## config.mk

```make
export PLATFORM = sky130hd
export DESIGN_NAME = mwd_top
export DESIGN_NICKNAME = d
export VERILOG_FILES = /design/src/mwd_pkg.sv /design/src/mwd_top.sv /design/src/mwd_tick_div.sv
export SDC_FILE = /design/constraint.sdc
export NUM_CORES = 1
export LEC_CHECK = 0
export BUFFER_PORTS_ARGS = -buffer_cell sky130_fd_sc_hd__buf_2
export CORE_ASPECT_RATIO = 1.25
export CORE_MARGIN = 3
export CORE_UTILIZATION = 48
export DETAILED_ROUTE_END_ITERATION = 7
export PLACE_DENSITY = 0.68
export RECOVER_POWER = 100
export SYNTH_ARGS = -nofsm -noshare
export SYNTH_HDL_FRONTEND = slang
export SYNTH_HIERARCHICAL = 1
export SYNTH_SLANG_ARGS = --single-unit
```

## constraint.sdc

```tcl
create_clock -name SYS_CLK -period 9.5 [get_ports SYS_CLK]
set_input_delay 1.9 -clock SYS_CLK [delete_from_list [all_inputs] [get_ports SYS_CLK]]
set_output_delay 1.9 -clock SYS_CLK [all_outputs]
set_load 0.1 [all_outputs]
```

## src/mwd_pkg.sv

```systemverilog
// Purpose: Constants for the millisecond watchdog and oscillator frequency setting
// Assumes: APB slave with 32-bit data, one aligned word per register
// Notes:   Printed offsets are register indexes; byte address is four times the index
package mwd_pkg;

    localparam int unsigned ADDR_W       = 12;
    localparam int unsigned DATA_W       = 32;

    // Register indexes; the bus address is four times these
    localparam logic [9:0]  IDX_OSC_FREQ = 10'h051;
    localparam logic [9:0]  IDX_WD_CTRL  = 10'h0d6;
    localparam logic [9:0]  IDX_WD_KEY   = 10'h0d7;

    // Field layout of the frequency register
    localparam int unsigned FREQ_W       = 7;
    localparam logic [6:0]  FREQ_RST     = 7'h19;
    localparam logic [6:0]  FREQ_MIN     = 7'h05;
    localparam logic [6:0]  FREQ_MAX     = 7'h64;

    // Field layout of the watchdog control register
    localparam int unsigned HALF_W       = 16;
    localparam int unsigned TMO_LSB      = 0;
    localparam int unsigned CNT_LSB      = 16;
    localparam logic [15:0] TMO_RST      = 16'h03e8;
    localparam logic [15:0] CNT_RST      = 16'h0000;

    // Disable key
    localparam logic [31:0] KEY_DISABLE  = 32'h0d15ab1e;
    localparam logic [31:0] KEY_ENABLE   = 32'h00000000;

    // Tick timing: one tick is 1 ms, i.e. 1000 oscillator microseconds
    localparam int unsigned TICK_PERIOD_US = 1000;
    localparam int unsigned DIV_W          = 17;
    localparam logic [9:0]  KHZ_PER_MHZ    = 10'(TICK_PERIOD_US);

endpackage

```

## src/mwd_top.sv

```systemverilog
// Purpose: Millisecond watchdog with oscillator frequency setting, APB slave
// Assumes: SYS_CLK is the oscillator clock; power state input is on SYS_CLK
// Notes:   Zero wait states; refused writes answer with PSLVERR
//
// The APB interface to the registers was decided locally.
`timescale 1ns/1ps
module mwd_top
(
    input  wire logic                         SYS_CLK,
    input  wire logic                         RESET,
    input  wire logic                         PSEL,
    input  wire logic                         PENABLE,
    input  wire logic                         PWRITE,
    input  wire logic [mwd_pkg::ADDR_W-1:0]   PADDR,
    input  wire logic [mwd_pkg::DATA_W-1:0]   PWDATA,
    output logic      [mwd_pkg::DATA_W-1:0]   PRDATA,
    output logic                              PREADY,
    output logic                              PSLVERR,
    input  wire logic                         RUNNING_POWER_STATE,
    output logic                              TILE_RESET_REQ,
    output logic                              WDOG_TICK,
    output logic      [mwd_pkg::FREQ_W-1:0]   OSC_FREQ_MHZ
);
    import mwd_pkg::*;

    //////////////////////////////////////////////////////////////////////////////
    // Declarations
    logic [FREQ_W-1:0]  freq_ff;
    logic [HALF_W-1:0]  tmo_ff;
    logic [HALF_W-1:0]  cnt_ff;
    logic [DATA_W-1:0]  key_ff;
    logic [DATA_W-1:0]  prdata_ff;
    logic               tile_rst_ff;
    logic [HALF_W-1:0]  nxt_cnt;
    logic               nxt_tile_rst;

    logic               setup_ph;
    logic               access_ph;
    logic               wr_xfer;
    logic [9:0]         reg_idx;
    logic               addr_aligned;
    logic               hit_freq;
    logic               hit_ctrl;
    logic               hit_key;
    logic               hit_any;
    logic [FREQ_W-1:0]  wr_freq;
    logic               freq_ok;
    logic               ctrl_ok;
    logic               wr_freq_acc;
    logic               wr_ctrl_acc;
    logic               wr_key;
    logic               wd_enabled;
    logic               tick;
    logic               restart;
    logic               expire;

    //////////////////////////////////////////////////////////////////////////////
    // APB decode
    assign setup_ph     = PSEL && !PENABLE;
    assign access_ph    = PSEL && PENABLE;
    assign wr_xfer      = access_ph && PWRITE;
    assign reg_idx      = PADDR[ADDR_W-1:2];
    assign addr_aligned = (PADDR[1:0] == 2'h0);
    assign hit_freq     = addr_aligned && (reg_idx == IDX_OSC_FREQ);
    assign hit_ctrl     = addr_aligned && (reg_idx == IDX_WD_CTRL);
    assign hit_key      = addr_aligned && (reg_idx == IDX_WD_KEY);
    assign hit_any      = hit_freq || hit_ctrl || hit_key;

    // Upper bits of a frequency write must be zero too, else the value is above 100
    assign wr_freq      = PWDATA[FREQ_W-1:0];
    assign freq_ok      = (PWDATA[DATA_W-1:FREQ_W] == '0) &&
                          (wr_freq >= FREQ_MIN) && (wr_freq <= FREQ_MAX);
    assign ctrl_ok      = (PWDATA[CNT_LSB +: HALF_W] == ~PWDATA[TMO_LSB +: HALF_W]);

    assign wr_freq_acc  = wr_xfer && hit_freq && freq_ok;
    assign wr_ctrl_acc  = wr_xfer && hit_ctrl && ctrl_ok;
    assign wr_key       = wr_xfer && hit_key;

    // Answer in the access cycle; error for refused writes and unmapped addresses
    assign PREADY       = 1'b1;
    assign PSLVERR      = access_ph && (!hit_any ||
                          (PWRITE && hit_freq && !freq_ok) ||
                          (PWRITE && hit_ctrl && !ctrl_ok));

    //////////////////////////////////////////////////////////////////////////////
    // Frequency register
    always_ff @(posedge SYS_CLK or posedge RESET)
    begin
        if (RESET)
            freq_ff <= FREQ_RST;
        else if (wr_freq_acc)
            freq_ff <= wr_freq;
    end

    assign OSC_FREQ_MHZ = freq_ff;

    //////////////////////////////////////////////////////////////////////////////
    // Timeout register
    always_ff @(posedge SYS_CLK or posedge RESET)
    begin
        if (RESET)
            tmo_ff <= TMO_RST;
        else if (wr_ctrl_acc)
            tmo_ff <= PWDATA[TMO_LSB +: HALF_W];
    end

    //////////////////////////////////////////////////////////////////////////////
    // Disable key register; any value other than the magic key runs the watchdog
    always_ff @(posedge SYS_CLK or posedge RESET)
    begin
        if (RESET)
            key_ff <= KEY_DISABLE;
        else if (wr_key)
            key_ff <= PWDATA;
    end

    assign wd_enabled = (key_ff != KEY_DISABLE);

    //////////////////////////////////////////////////////////////////////////////
    // Restart: accepted kick, enable write, or disable write; the prescaler goes back to zero
    assign restart = wr_ctrl_acc || (wr_key && (PWDATA != KEY_DISABLE)) ||
                     (wr_key && (PWDATA == KEY_DISABLE));

    mwd_tick_div
    #(
        .DIV_BITS (DIV_W)
    )
    u_tick_div
    (
        .clk      (SYS_CLK),
        .rst      (RESET),
        .run      (wd_enabled && RUNNING_POWER_STATE),
        .restart  (restart),
        .freq_mhz (freq_ff),
        .tick     (tick)
    );

    assign WDOG_TICK = tick;

    //////////////////////////////////////////////////////////////////////////////
    // Live count. A timeout of zero expires on the first tick
    assign expire = tick && (cnt_ff <= HALF_W'(1));

    always_comb
    begin
        nxt_cnt      = cnt_ff;
        nxt_tile_rst = 1'b0;
        if (wr_key && (PWDATA == KEY_DISABLE))
            nxt_cnt = CNT_RST;
        else if (wr_ctrl_acc)
            nxt_cnt = PWDATA[TMO_LSB +: HALF_W];
        else if (wr_key)
            nxt_cnt = tmo_ff;
        else if (expire)
        begin
            // Tile reset restarts the countdown from the timeout
            nxt_cnt      = tmo_ff;
            nxt_tile_rst = 1'b1;
        end
        else if (tick)
            nxt_cnt = cnt_ff - HALF_W'(1);
    end

    always_ff @(posedge SYS_CLK or posedge RESET)
    begin
        if (RESET)
            cnt_ff <= CNT_RST;
        else
            cnt_ff <= nxt_cnt;
    end

    always_ff @(posedge SYS_CLK or posedge RESET)
    begin
        if (RESET)
            tile_rst_ff <= 1'b0;
        else
            tile_rst_ff <= nxt_tile_rst;
    end

    assign TILE_RESET_REQ = tile_rst_ff;

    //////////////////////////////////////////////////////////////////////////////
    // Read data captured in the setup cycle; reserved bits read zero
    always_ff @(posedge SYS_CLK or posedge RESET)
    begin
        if (RESET)
            prdata_ff <= '0;
        else if (setup_ph)
        begin
            if (hit_freq)
                prdata_ff <= {{(DATA_W-FREQ_W){1'b0}}, freq_ff};
            else if (hit_ctrl)
                prdata_ff <= {cnt_ff, tmo_ff};
            else if (hit_key)
                prdata_ff <= key_ff;
            else
                prdata_ff <= '0;
        end
    end

    assign PRDATA = prdata_ff;

    //////////////////////////////////////////////////////////////////////////////
    // Assertions
    property p_freq_refused;
        @(posedge SYS_CLK) disable iff (RESET)
        (wr_xfer && hit_freq && !freq_ok) |-> PSLVERR ##1 (freq_ff == $past(freq_ff));
    endproperty
    a_freq_refused: assert property (p_freq_refused)
        else $error("Out of range frequency write changed the field");

    property p_freq_taken;
        @(posedge SYS_CLK) disable iff (RESET)
        (wr_xfer && hit_freq && (PWDATA >= 32'h00000005) && (PWDATA <= 32'h00000064))
            |-> !PSLVERR ##1 (freq_ff == $past(PWDATA[6:0]));
    endproperty
    a_freq_taken: assert property (p_freq_taken)
        else $error("Valid frequency write not stored");

    property p_ctrl_nack;
        @(posedge SYS_CLK) disable iff (RESET)
        (wr_xfer && hit_ctrl && (PWDATA[31:16] != ~PWDATA[15:0]))
            |-> PSLVERR ##1 $stable(tmo_ff);
    endproperty
    a_ctrl_nack: assert property (p_ctrl_nack)
        else $error("Bad complement write not refused");

    property p_ctrl_reload;
        @(posedge SYS_CLK) disable iff (RESET)
        (wr_xfer && hit_ctrl && (PWDATA[31:16] == ~PWDATA[15:0]))
            |-> !PSLVERR ##1 (cnt_ff == $past(PWDATA[15:0])) && (tmo_ff == cnt_ff);
    endproperty
    a_ctrl_reload: assert property (p_ctrl_reload)
        else $error("Accepted kick did not reload the count");

    property p_disable_clears;
        @(posedge SYS_CLK) disable iff (RESET)
        (wr_key && (PWDATA == 32'h0d15ab1e)) |=> (cnt_ff == 16'h0000) && !wd_enabled ##1 !tick;
    endproperty
    a_disable_clears: assert property (p_disable_clears)
        else $error("Disable key did not stop the watchdog");

    property p_hold_asleep;
        @(posedge SYS_CLK) disable iff (RESET)
        (!RUNNING_POWER_STATE && !wr_ctrl_acc && !wr_key) |=> $stable(cnt_ff) && !TILE_RESET_REQ;
    endproperty
    a_hold_asleep: assert property (p_hold_asleep)
        else $error("Count moved outside the running power state");

    property p_expire_reset;
        @(posedge SYS_CLK) disable iff (RESET)
        (tick && (cnt_ff == 16'h0001) && !wr_ctrl_acc && !wr_key)
            |=> TILE_RESET_REQ && (cnt_ff == tmo_ff) ##1 !TILE_RESET_REQ;
    endproperty
    a_expire_reset: assert property (p_expire_reset)
        else $error("Expiry did not pulse the tile reset");

    property p_tick_decrement;
        @(posedge SYS_CLK) disable iff (RESET)
        (tick && (cnt_ff > 16'h0001) && !wr_ctrl_acc && !wr_key)
            |=> (cnt_ff == $past(cnt_ff) - 16'h0001);
    endproperty
    a_tick_decrement: assert property (p_tick_decrement)
        else $error("Count did not step down on a tick");

    property p_enable_zero;
        @(posedge SYS_CLK) disable iff (RESET)
        (wr_key && (PWDATA == 32'h00000000)) |=> wd_enabled && (cnt_ff == tmo_ff);
    endproperty
    a_enable_zero: assert property (p_enable_zero)
        else $error("Zero key did not enable the watchdog");

    property p_no_early_tick;
        @(posedge SYS_CLK) disable iff (RESET)
        (tick && (freq_ff == 7'h05)) |=> !tick [*8];
    endproperty
    a_no_early_tick: assert property (p_no_early_tick)
        else $error("Ticks closer than one millisecond");

    property p_read_ctrl;
        @(posedge SYS_CLK) disable iff (RESET)
        (setup_ph && hit_ctrl) |=> (PRDATA == {$past(cnt_ff), $past(tmo_ff)});
    endproperty
    a_read_ctrl: assert property (p_read_ctrl)
        else $error("Control read did not show count and timeout");

    //////////////////////////////////////////////////////////////////////////////
    // Checker helpers: running cycles since the last tick or restart, and no frequency write in that span
    logic [DIV_W-1:0]   chk_run_cyc_ff;
    logic               chk_clean_ff;

    always_ff @(posedge SYS_CLK or posedge RESET)
    begin
        if (RESET)
            chk_run_cyc_ff <= '0;
        else if (restart || tick)
            chk_run_cyc_ff <= '0;
        else if (wd_enabled && RUNNING_POWER_STATE)
            chk_run_cyc_ff <= chk_run_cyc_ff + DIV_W'(1);
    end

    always_ff @(posedge SYS_CLK or posedge RESET)
    begin
        if (RESET)
            chk_clean_ff <= 1'b1;
        else if (restart || tick)
            chk_clean_ff <= 1'b1;
        else if (wr_freq_acc)
            chk_clean_ff <= 1'b0;
    end

    property p_tick_period;
        @(posedge SYS_CLK) disable iff (RESET)
        (tick && chk_clean_ff) |-> ((chk_run_cyc_ff + 17'h00001) == ({10'h000, freq_ff} * 17'h003e8));
    endproperty
    a_tick_period: assert property (p_tick_period)
        else $error("Tick spacing differs from the programmed frequency");

    property p_tick_only_running;
        @(posedge SYS_CLK) disable iff (RESET)
        !RUNNING_POWER_STATE |-> !WDOG_TICK;
    endproperty
    a_tick_only_running: assert property (p_tick_only_running)
        else $error("Tick outside the running power state");

    property p_reset_one_cycle;
        @(posedge SYS_CLK) disable iff (RESET)
        TILE_RESET_REQ |=> !TILE_RESET_REQ;
    endproperty
    a_reset_one_cycle: assert property (p_reset_one_cycle)
        else $error("Tile reset request longer than one cycle");

    property p_reset_cause;
        @(posedge SYS_CLK) disable iff (RESET)
        TILE_RESET_REQ |-> $past(tick) && ($past(cnt_ff) <= 16'h0001);
    endproperty
    a_reset_cause: assert property (p_reset_cause)
        else $error("Tile reset request without an expiry");

    property p_freq_in_range;
        @(posedge SYS_CLK) disable iff (RESET)
        (OSC_FREQ_MHZ >= 7'h05) && (OSC_FREQ_MHZ <= 7'h64);
    endproperty
    a_freq_in_range: assert property (p_freq_in_range)
        else $error("Frequency field left the valid range");

    property p_ctrl_nack_count;
        @(posedge SYS_CLK) disable iff (RESET)
        (wr_xfer && hit_ctrl && (PWDATA[31:16] != ~PWDATA[15:0]) && !tick) |=> $stable(cnt_ff);
    endproperty
    a_ctrl_nack_count: assert property (p_ctrl_nack_count)
        else $error("Refused control write moved the count");

    property p_count_bounded;
        @(posedge SYS_CLK) disable iff (RESET)
        cnt_ff <= tmo_ff;
    endproperty
    a_count_bounded: assert property (p_count_bounded)
        else $error("Live count above the programmed timeout");

    property p_freq_read;
        @(posedge SYS_CLK) disable iff (RESET)
        (setup_ph && hit_freq) |=> (PRDATA == {25'h0, $past(OSC_FREQ_MHZ)});
    endproperty
    a_freq_read: assert property (p_freq_read)
        else $error("Frequency read did not show the field");

endmodule

```

## src/mwd_tick_div.sv

```systemverilog
// Purpose: Divides the oscillator clock down to a 1 ms tick
// Assumes: Frequency input is already range checked
// Notes:   Restart clears the prescaler so a reload gives a full first tick
`timescale 1ns/1ps
module mwd_tick_div
#(
    parameter int unsigned DIV_BITS = mwd_pkg::DIV_W
)
(
    input  wire logic                       clk,
    input  wire logic                       rst,
    input  wire logic                       run,
    input  wire logic                       restart,
    input  wire logic [mwd_pkg::FREQ_W-1:0] freq_mhz,
    output logic                            tick
);
    import mwd_pkg::*;

    logic [DIV_BITS-1:0] div_cnt_ff;
    logic [DIV_BITS-1:0] div_last;

    // Refuse a prescaler too narrow for the 100 MHz divisor
    if (DIV_BITS < DIV_W)
    begin : g_div_bits_check
        $error("mwd_tick_div: DIV_BITS too small for 100 MHz");
    end

    // Divisor is freq * 1000 cycles per tick; widen first so the product is not cut to 10 bits
    assign div_last = DIV_BITS'(freq_mhz) * DIV_BITS'(KHZ_PER_MHZ) - DIV_BITS'(1);

    //////////////////////////////////////////////////////////////////////////////
    // Prescaler holds outside the running state so no partial tick is lost
    always_ff @(posedge clk or posedge rst)
    begin
        if (rst)
            div_cnt_ff <= '0;
        else if (restart)
            div_cnt_ff <= '0;
        else if (run)
        begin
            if (div_cnt_ff >= div_last)
                div_cnt_ff <= '0;
            else
                div_cnt_ff <= div_cnt_ff + DIV_BITS'(1);
        end
    end

    assign tick = run && !restart && (div_cnt_ff >= div_last);

endmodule

```

# Word level (Yosys, flattened, before mapping)

Index checks and enable logic that the tools add are counted.

$add $sub $neg: 3
$mul: 1
$lt $le $gt $ge: 4
Equality and inequality tests: 7
Mux-type cells: 15
Bitwise operators: 1
Reductions and logical operators: 39

Operators with widths:

| kind                  | number |
|---|---|
| $mux 32               | 3 |
| $mux 16               | 5 |
| $ne 32x28->1 const B  | 2 |
| $mux 17               | 3 |
| $eq 32x28->1 const B  | 1 |
| $logic_not 25->1      | 1 |
| $logic_and 1x1->1     | 24 |
| $eq 10x8->1 const B   | 2 |
| $add 17x1->17 const B | 1 |
| $ge 17x17->1          | 1 |
| $sub 17x1->17 const B | 1 |
| $eq 16x16->1          | 1 |
| $le 16x1->1 const B   | 1 |
| $not 16->16           | 1 |
| $sub 16x1->16 const B | 1 |
| $mul 7x7->14 const B  | 1 |
| $eq 10x7->1 const B   | 1 |
| $ge 7x3->1 const B    | 1 |
| $le 7x7->1 const B    | 1 |
| $logic_or 1x1->1      | 6 |
| $logic_not 1->1       | 5 |
| $reduce_bool 5->1     | 1 |
| $mux 1                | 4 |
| $logic_not 2->1       | 1 |
| $reduce_bool 2->1     | 1 |

Flip-flop bits (word level): 121
Output and inout bits: 43

# Logic depth before layout (Yosys ltp)

Word-level depth: 14
Depth in mapped cells: 29

# Modules after synthesis

Netlist, hierarchy kept.

By module, submodules not included:

| module       | times used | cells each | area each (sq um) |
|---|---|---|---|
| mwd_top      | 1          | 591        | 5,373.9 |
| mwd_tick_div | 1          | 288        | 2,636.3 |

# Worst setup path before layout

No wires, ideal clock.

Kind: reg2reg
Start: register freq_ff[1], in the netlist OSC_FREQ_MHZ[1]
End: register cnt_ff[3]
Library setup time: 125 ps
Arrival time: 8,264 ps
Data required time: 9,375 ps
Path slack: 1,111 ps
Stages on the path, launching flop included: 28
Path through: dfrtp_1 fa_1 fa_1 inv_1 fa_1 fa_1 inv_1 ha_1 nand3_1 o211ai_1 xor2_1 nor3_1 nand4_1 nor3b_1 xnor2_1 ha_1 nand4_1 or2_1 o221ai_1 and3b_1 buf_2 or4b_1 nor4_4 a22oi_2 buf_6 mux2i_1 o21ai_1 mux2_2

Cells in the longest elaborated chain, start to end: 9
Elaborated cells on any way between the ends: 10

RTL lines:

| item                   | RTL line           | source |
|---|---|---|
| start, declared        | mwd_top.sv:28      | `logic [FREQ_W-1:0] freq_ff;` |
| start signal, assigned | mwd_top.sv:92      | `freq_ff <= wr_freq;` |
| $mul 7x7->14 *         | mwd_tick_div.sv:29 | `assign div_last = DIV_BITS'(freq_mhz) * DIV_BITS'(KHZ_PER_MHZ) - DIV_BITS'(1);` |
| $sub 17x1->17 *        | mwd_tick_div.sv:29 |  |
| $ge 17x17->1 *         | mwd_tick_div.sv:48 | `assign tick = run && !restart && (div_cnt_ff >= div_last);` |
| $logic_and 1x1->1 *    | mwd_tick_div.sv:48 |  |
| via WDOG_TICK          | mwd_top.sv:21      | `output logic WDOG_TICK,` |
| $logic_and 1x1->1      | mwd_top.sv:142     | `assign expire = tick && (cnt_ff <= HALF_W'(1));` |
| $mux 16                | mwd_top.sv:154     | `else if (expire)` |
| $mux 16                | mwd_top.sv:152     | `else if (wr_key)` |
| $mux 16                | mwd_top.sv:150     | `else if (wr_ctrl_acc)` |
| $mux 16                | mwd_top.sv:148     | `if (wr_key && (PWDATA == KEY_DISABLE))` |
| end signal, assigned   | mwd_top.sv:169     | `cnt_ff <= nxt_cnt;` |
| end, declared          | mwd_top.sv:30      | `logic [HALF_W-1:0] cnt_ff;` |

Mark *: on every way through the listed nets, which the timed path passes. The rest lies on a longest branch.
A chain may end at the register's enable or synchronous reset.

# Worst setup path after layout

Start: register freq_ff[0], in the netlist OSC_FREQ_MHZ[0]
End: output WDOG_TICK

Cells in the longest elaborated chain, start to end: 4

RTL lines:

| item              | RTL line |
|---|---|
| $mul 7x7->14      | mwd_tick_div.sv:29 |
| $sub 17x1->17     | mwd_tick_div.sv:29 |
| $ge 17x17->1      | mwd_tick_div.sv:48 |
| $logic_and 1x1->1 | mwd_tick_div.sv:48 |
| end, declared     | mwd_top.sv:21 |

No other way between the ends.

==> qor.yml <==
slew_viol_final: 185
die_h_um: 150
path_clk_slew_ns: 0.06
start_util_pct: 49.2
syn2layout_area_growth_pct: 13.8
finalSetupViolCount: 0
cts_buffers: 17
startpoint_type: "flip-flop"
ys_ff_latch: 121
grt_pass1_vias: 6833
async_reset_ff_share_pct: 100
final_nets: 1076
hold_viol_final: 0
antenna_found_initial: 0
post_cts_resized: 0
setup_tns_ns: 0
drive_gt1_share_pct: 14.2
numPortBuffers: 91
die-area_um2: 18300
critical_path.top_delay_family: "adder cells"
cp.arrival_ns: 6.89
worst_slew_pin_slew_ns: 4.71
power-per-cell-area_nw_per_um2: 141
final_common_cell: "nand2_1"
worstPathRequired_ns: 7.60
violations: "capacitance limit, slew limit"
cts_max_level: 4
crit_type: "flip-flop to output port"
fmax_mhz: 114
dp_hpwl_um: 16100
clock_skew_ns: 0.0106
synth_edf_count: 0
grt_pass1_wl_um: 35000
diodes: 0
peakVddDrop_v: 0.000103
fp.dieW_um: 122
ys.flop_type: "dfrtp_1"
slew_headroom_pct: -214
syn_nets: 999
fillers: 1556
finalWirelength_um: 21700
ios: 93
synth_area_um2: 8010
dp.cells: 1153
hold_buffers: 0
num_vias: 6814
grt_overflow: 0
yosys_warnings: 6
worstSkewPairLatency_ns: 0.43
period_minus_slack_ns: 8.79
status: "complete, but fails checks"
slowest_stage: "dfstp_2"
r2r_cells: 26
drc: 0
p_leak_nw: 4.51
end_kind: "output port"
first_pass_iters: 7
rsz0062_at_grt: "no"
ant_nets: 0
finalCritPeriodShare_pct: 92.6
total_power_mw: 1.28
core_area_um2: 16300
hp-class: "flip-flop to flip-flop"
grt_usage_pct: 24.6
wl_per_cell_um: 18.3
cts_setup_buffers: 0
cts_tree: "yes"
grt_max_degree: 88
crit_path_frequent_cell: "fa_1"
stdcell_count: 1185
path_buf_inv: 4
layout_common_cells: "nand2_1 (173), dfrtp_1 (97), o21ai_0 (69)"
rows: 52
synth.distinct_cells: 72
cap_violations: 3
avgSynthCellArea_um2: 9.11
critical_path_depth: 21
hold_depth: 2
crit_chain: "fa_1 -> fa_1 -> inv_1 -> fa_1 -> fa_1 -> inv_1 -> ha_1 -> nand3_1 -> o211ai_1 -> xor2_1 -> nor3_1 -> nand4_1 -> nor3b_1 -> xnor2_1 -> ha_1 -> nand4_1 -> or2_1 -> o221ai_1 -> and3b_1 -> buf_4 -> clkbuf_2"
place.gp.congestion: 0.894
root_buffer: "clkbuf_16"
path_max_fanout: 18
first_iter_violations: 605
via_per_inst: 5.75
seq_area_frac_synth_pct: 38.2
cts.sinks: 121
clock_path_buffers: 2
critical-path-max-stage-delay_ns: 0.66
syn_inst: 879
[worst register-to-register path, stage by stage, from the launching register on]
cell and delay, ns:
dfstp_2 0.66, fa_1 0.47, fa_1 0.53, inv_1 0.05, fa_1 0.47, fa_1 0.51
inv_1 0.05, ha_1 0.36, nand3_1 0.10, o211ai_1 0.33, xor2_1 0.17, nor3_1 0.35
nand4_1 0.19, nor3b_1 0.27, xnor2_1 0.12, ha_1 0.30, nand4_1 0.11, or2_1 0.24
o221ai_1 0.25, and3b_1 0.21, buf_4 0.23, or4b_1 0.52, nor4_1 0.45, a22oi_1 0.61
mux2i_1 0.32, o21ai_0 0.10, mux2_2 0.26
[kinds of logic after synthesis]
group	Yosys count	synth area share [%]
flip-flops	121	38.2
adder cells (fa/ha/maj)	70	12.6
AO/OA/AOI/OAI	187	15.3
multiplexers	15	2.08
buffers and inverters	93	5.03
AND/OR/NAND/NOR	347	21.9
other	1	0.0468
XOR/XNOR	45	4.92
[flip-flops by register name (all words and copies together), names as in the netlist]
register,count
OSC_FREQ_MHZ,7
PRDATA,32
TILE_RESET_REQ,1
cnt_ff,16
key_ff,32
tmo_ff,16
u_tick_div/div_cnt_ff,17
[final timing paths]
path	startpoint	end	slack, ns
max in group asynchronous	RESET	tmo_ff[15]$_DFFE_PP0P_	3.01
min in group asynchronous	RESET	u_tick_div/div_cnt_ff[13]$_DFFE_PP0P_	1.58
hold / removal	key_ff[27]$_DFFE_PP1P_	key_ff[27]$_DFFE_PP1P_	0.46
setup / recovery	OSC_FREQ_MHZ[0]$_DFFE_PP1P_	WDOG_TICK	0.71
hold reg to reg	key_ff[27]$_DFFE_PP1P_	key_ff[27]$_DFFE_PP1P_	0.46
setup reg to reg	OSC_FREQ_MHZ[0]$_DFFE_PP1P_	cnt_ff[4]$_DFFE_PP0P_	1.16
[cells in the mapped netlist (all sizes together), types with 13 or more instances]
library cell  number  share of area, %
xnor2             20               2.2
a21oi             20               1.2
nand2            173               8.1
a21o              19               1.8
buf               16               1.4
mux2              13               1.8
nand3             15              0.94
nor3              15               1.1
nor2              41               1.9
ha                52               8.1
nor4              13               1.2
o21ai             73               4.6
nand4             15               1.2
dfstp             24               7.9
dfrtp             97                30
fa                18               4.5
a22oi             26               2.5
clkbuf            24               1.1
inv               53               2.5
xor2              25               2.7
[power breakdown]
part | switching, mW | total, mW | internal [mW] | leakage [nW]
combinational | 0.0487 | 0.0706 | 0.0219 | 2.66
clock | 0.260 | 0.678 | 0.417 | 0.293
sequential | 0.0102 | 0.533 | 0.523 | 1.56
[cell type report]
class                           count  area (um2)  share of cell area [%]
Clock buffer                       17         425                    4.67
Multi-Input combinational cell    665        4530                    49.7
Timing Repair Buffer               98         438                    4.81
Sequential cell                   121        3060                    33.6
Clock inverter                     15         190                    2.09
Tap cell                          216         270                    2.97
Inverter                           53         200                    2.20
[through the flow]
step           setup WS (ns)  cell area [um2]  hold slack (ns)  utilization, %
3_5_place_dp            1.23             8590            0.452            52.8
6_report               0.707             9110            0.460            56.0
5_1_grt                0.255             9110            0.479            56.0
4_1_cts                0.763             9210            0.461            56.6
3_3_place_gp            1.40             8590            0.449            52.8
2_1_floorplan           1.11             8010            0.439               -
[per-layer routing]
metal	part of all wire, %	vias to the layer above	GRT usage (%)
met2	51	219	43.0
met3	5.5	46	4.55
met1	39	3287	29.3
li1	-	3262	-
met4	3.7	0	11.5
met5	0	-	0
Power figures use the tool's default switching activity.
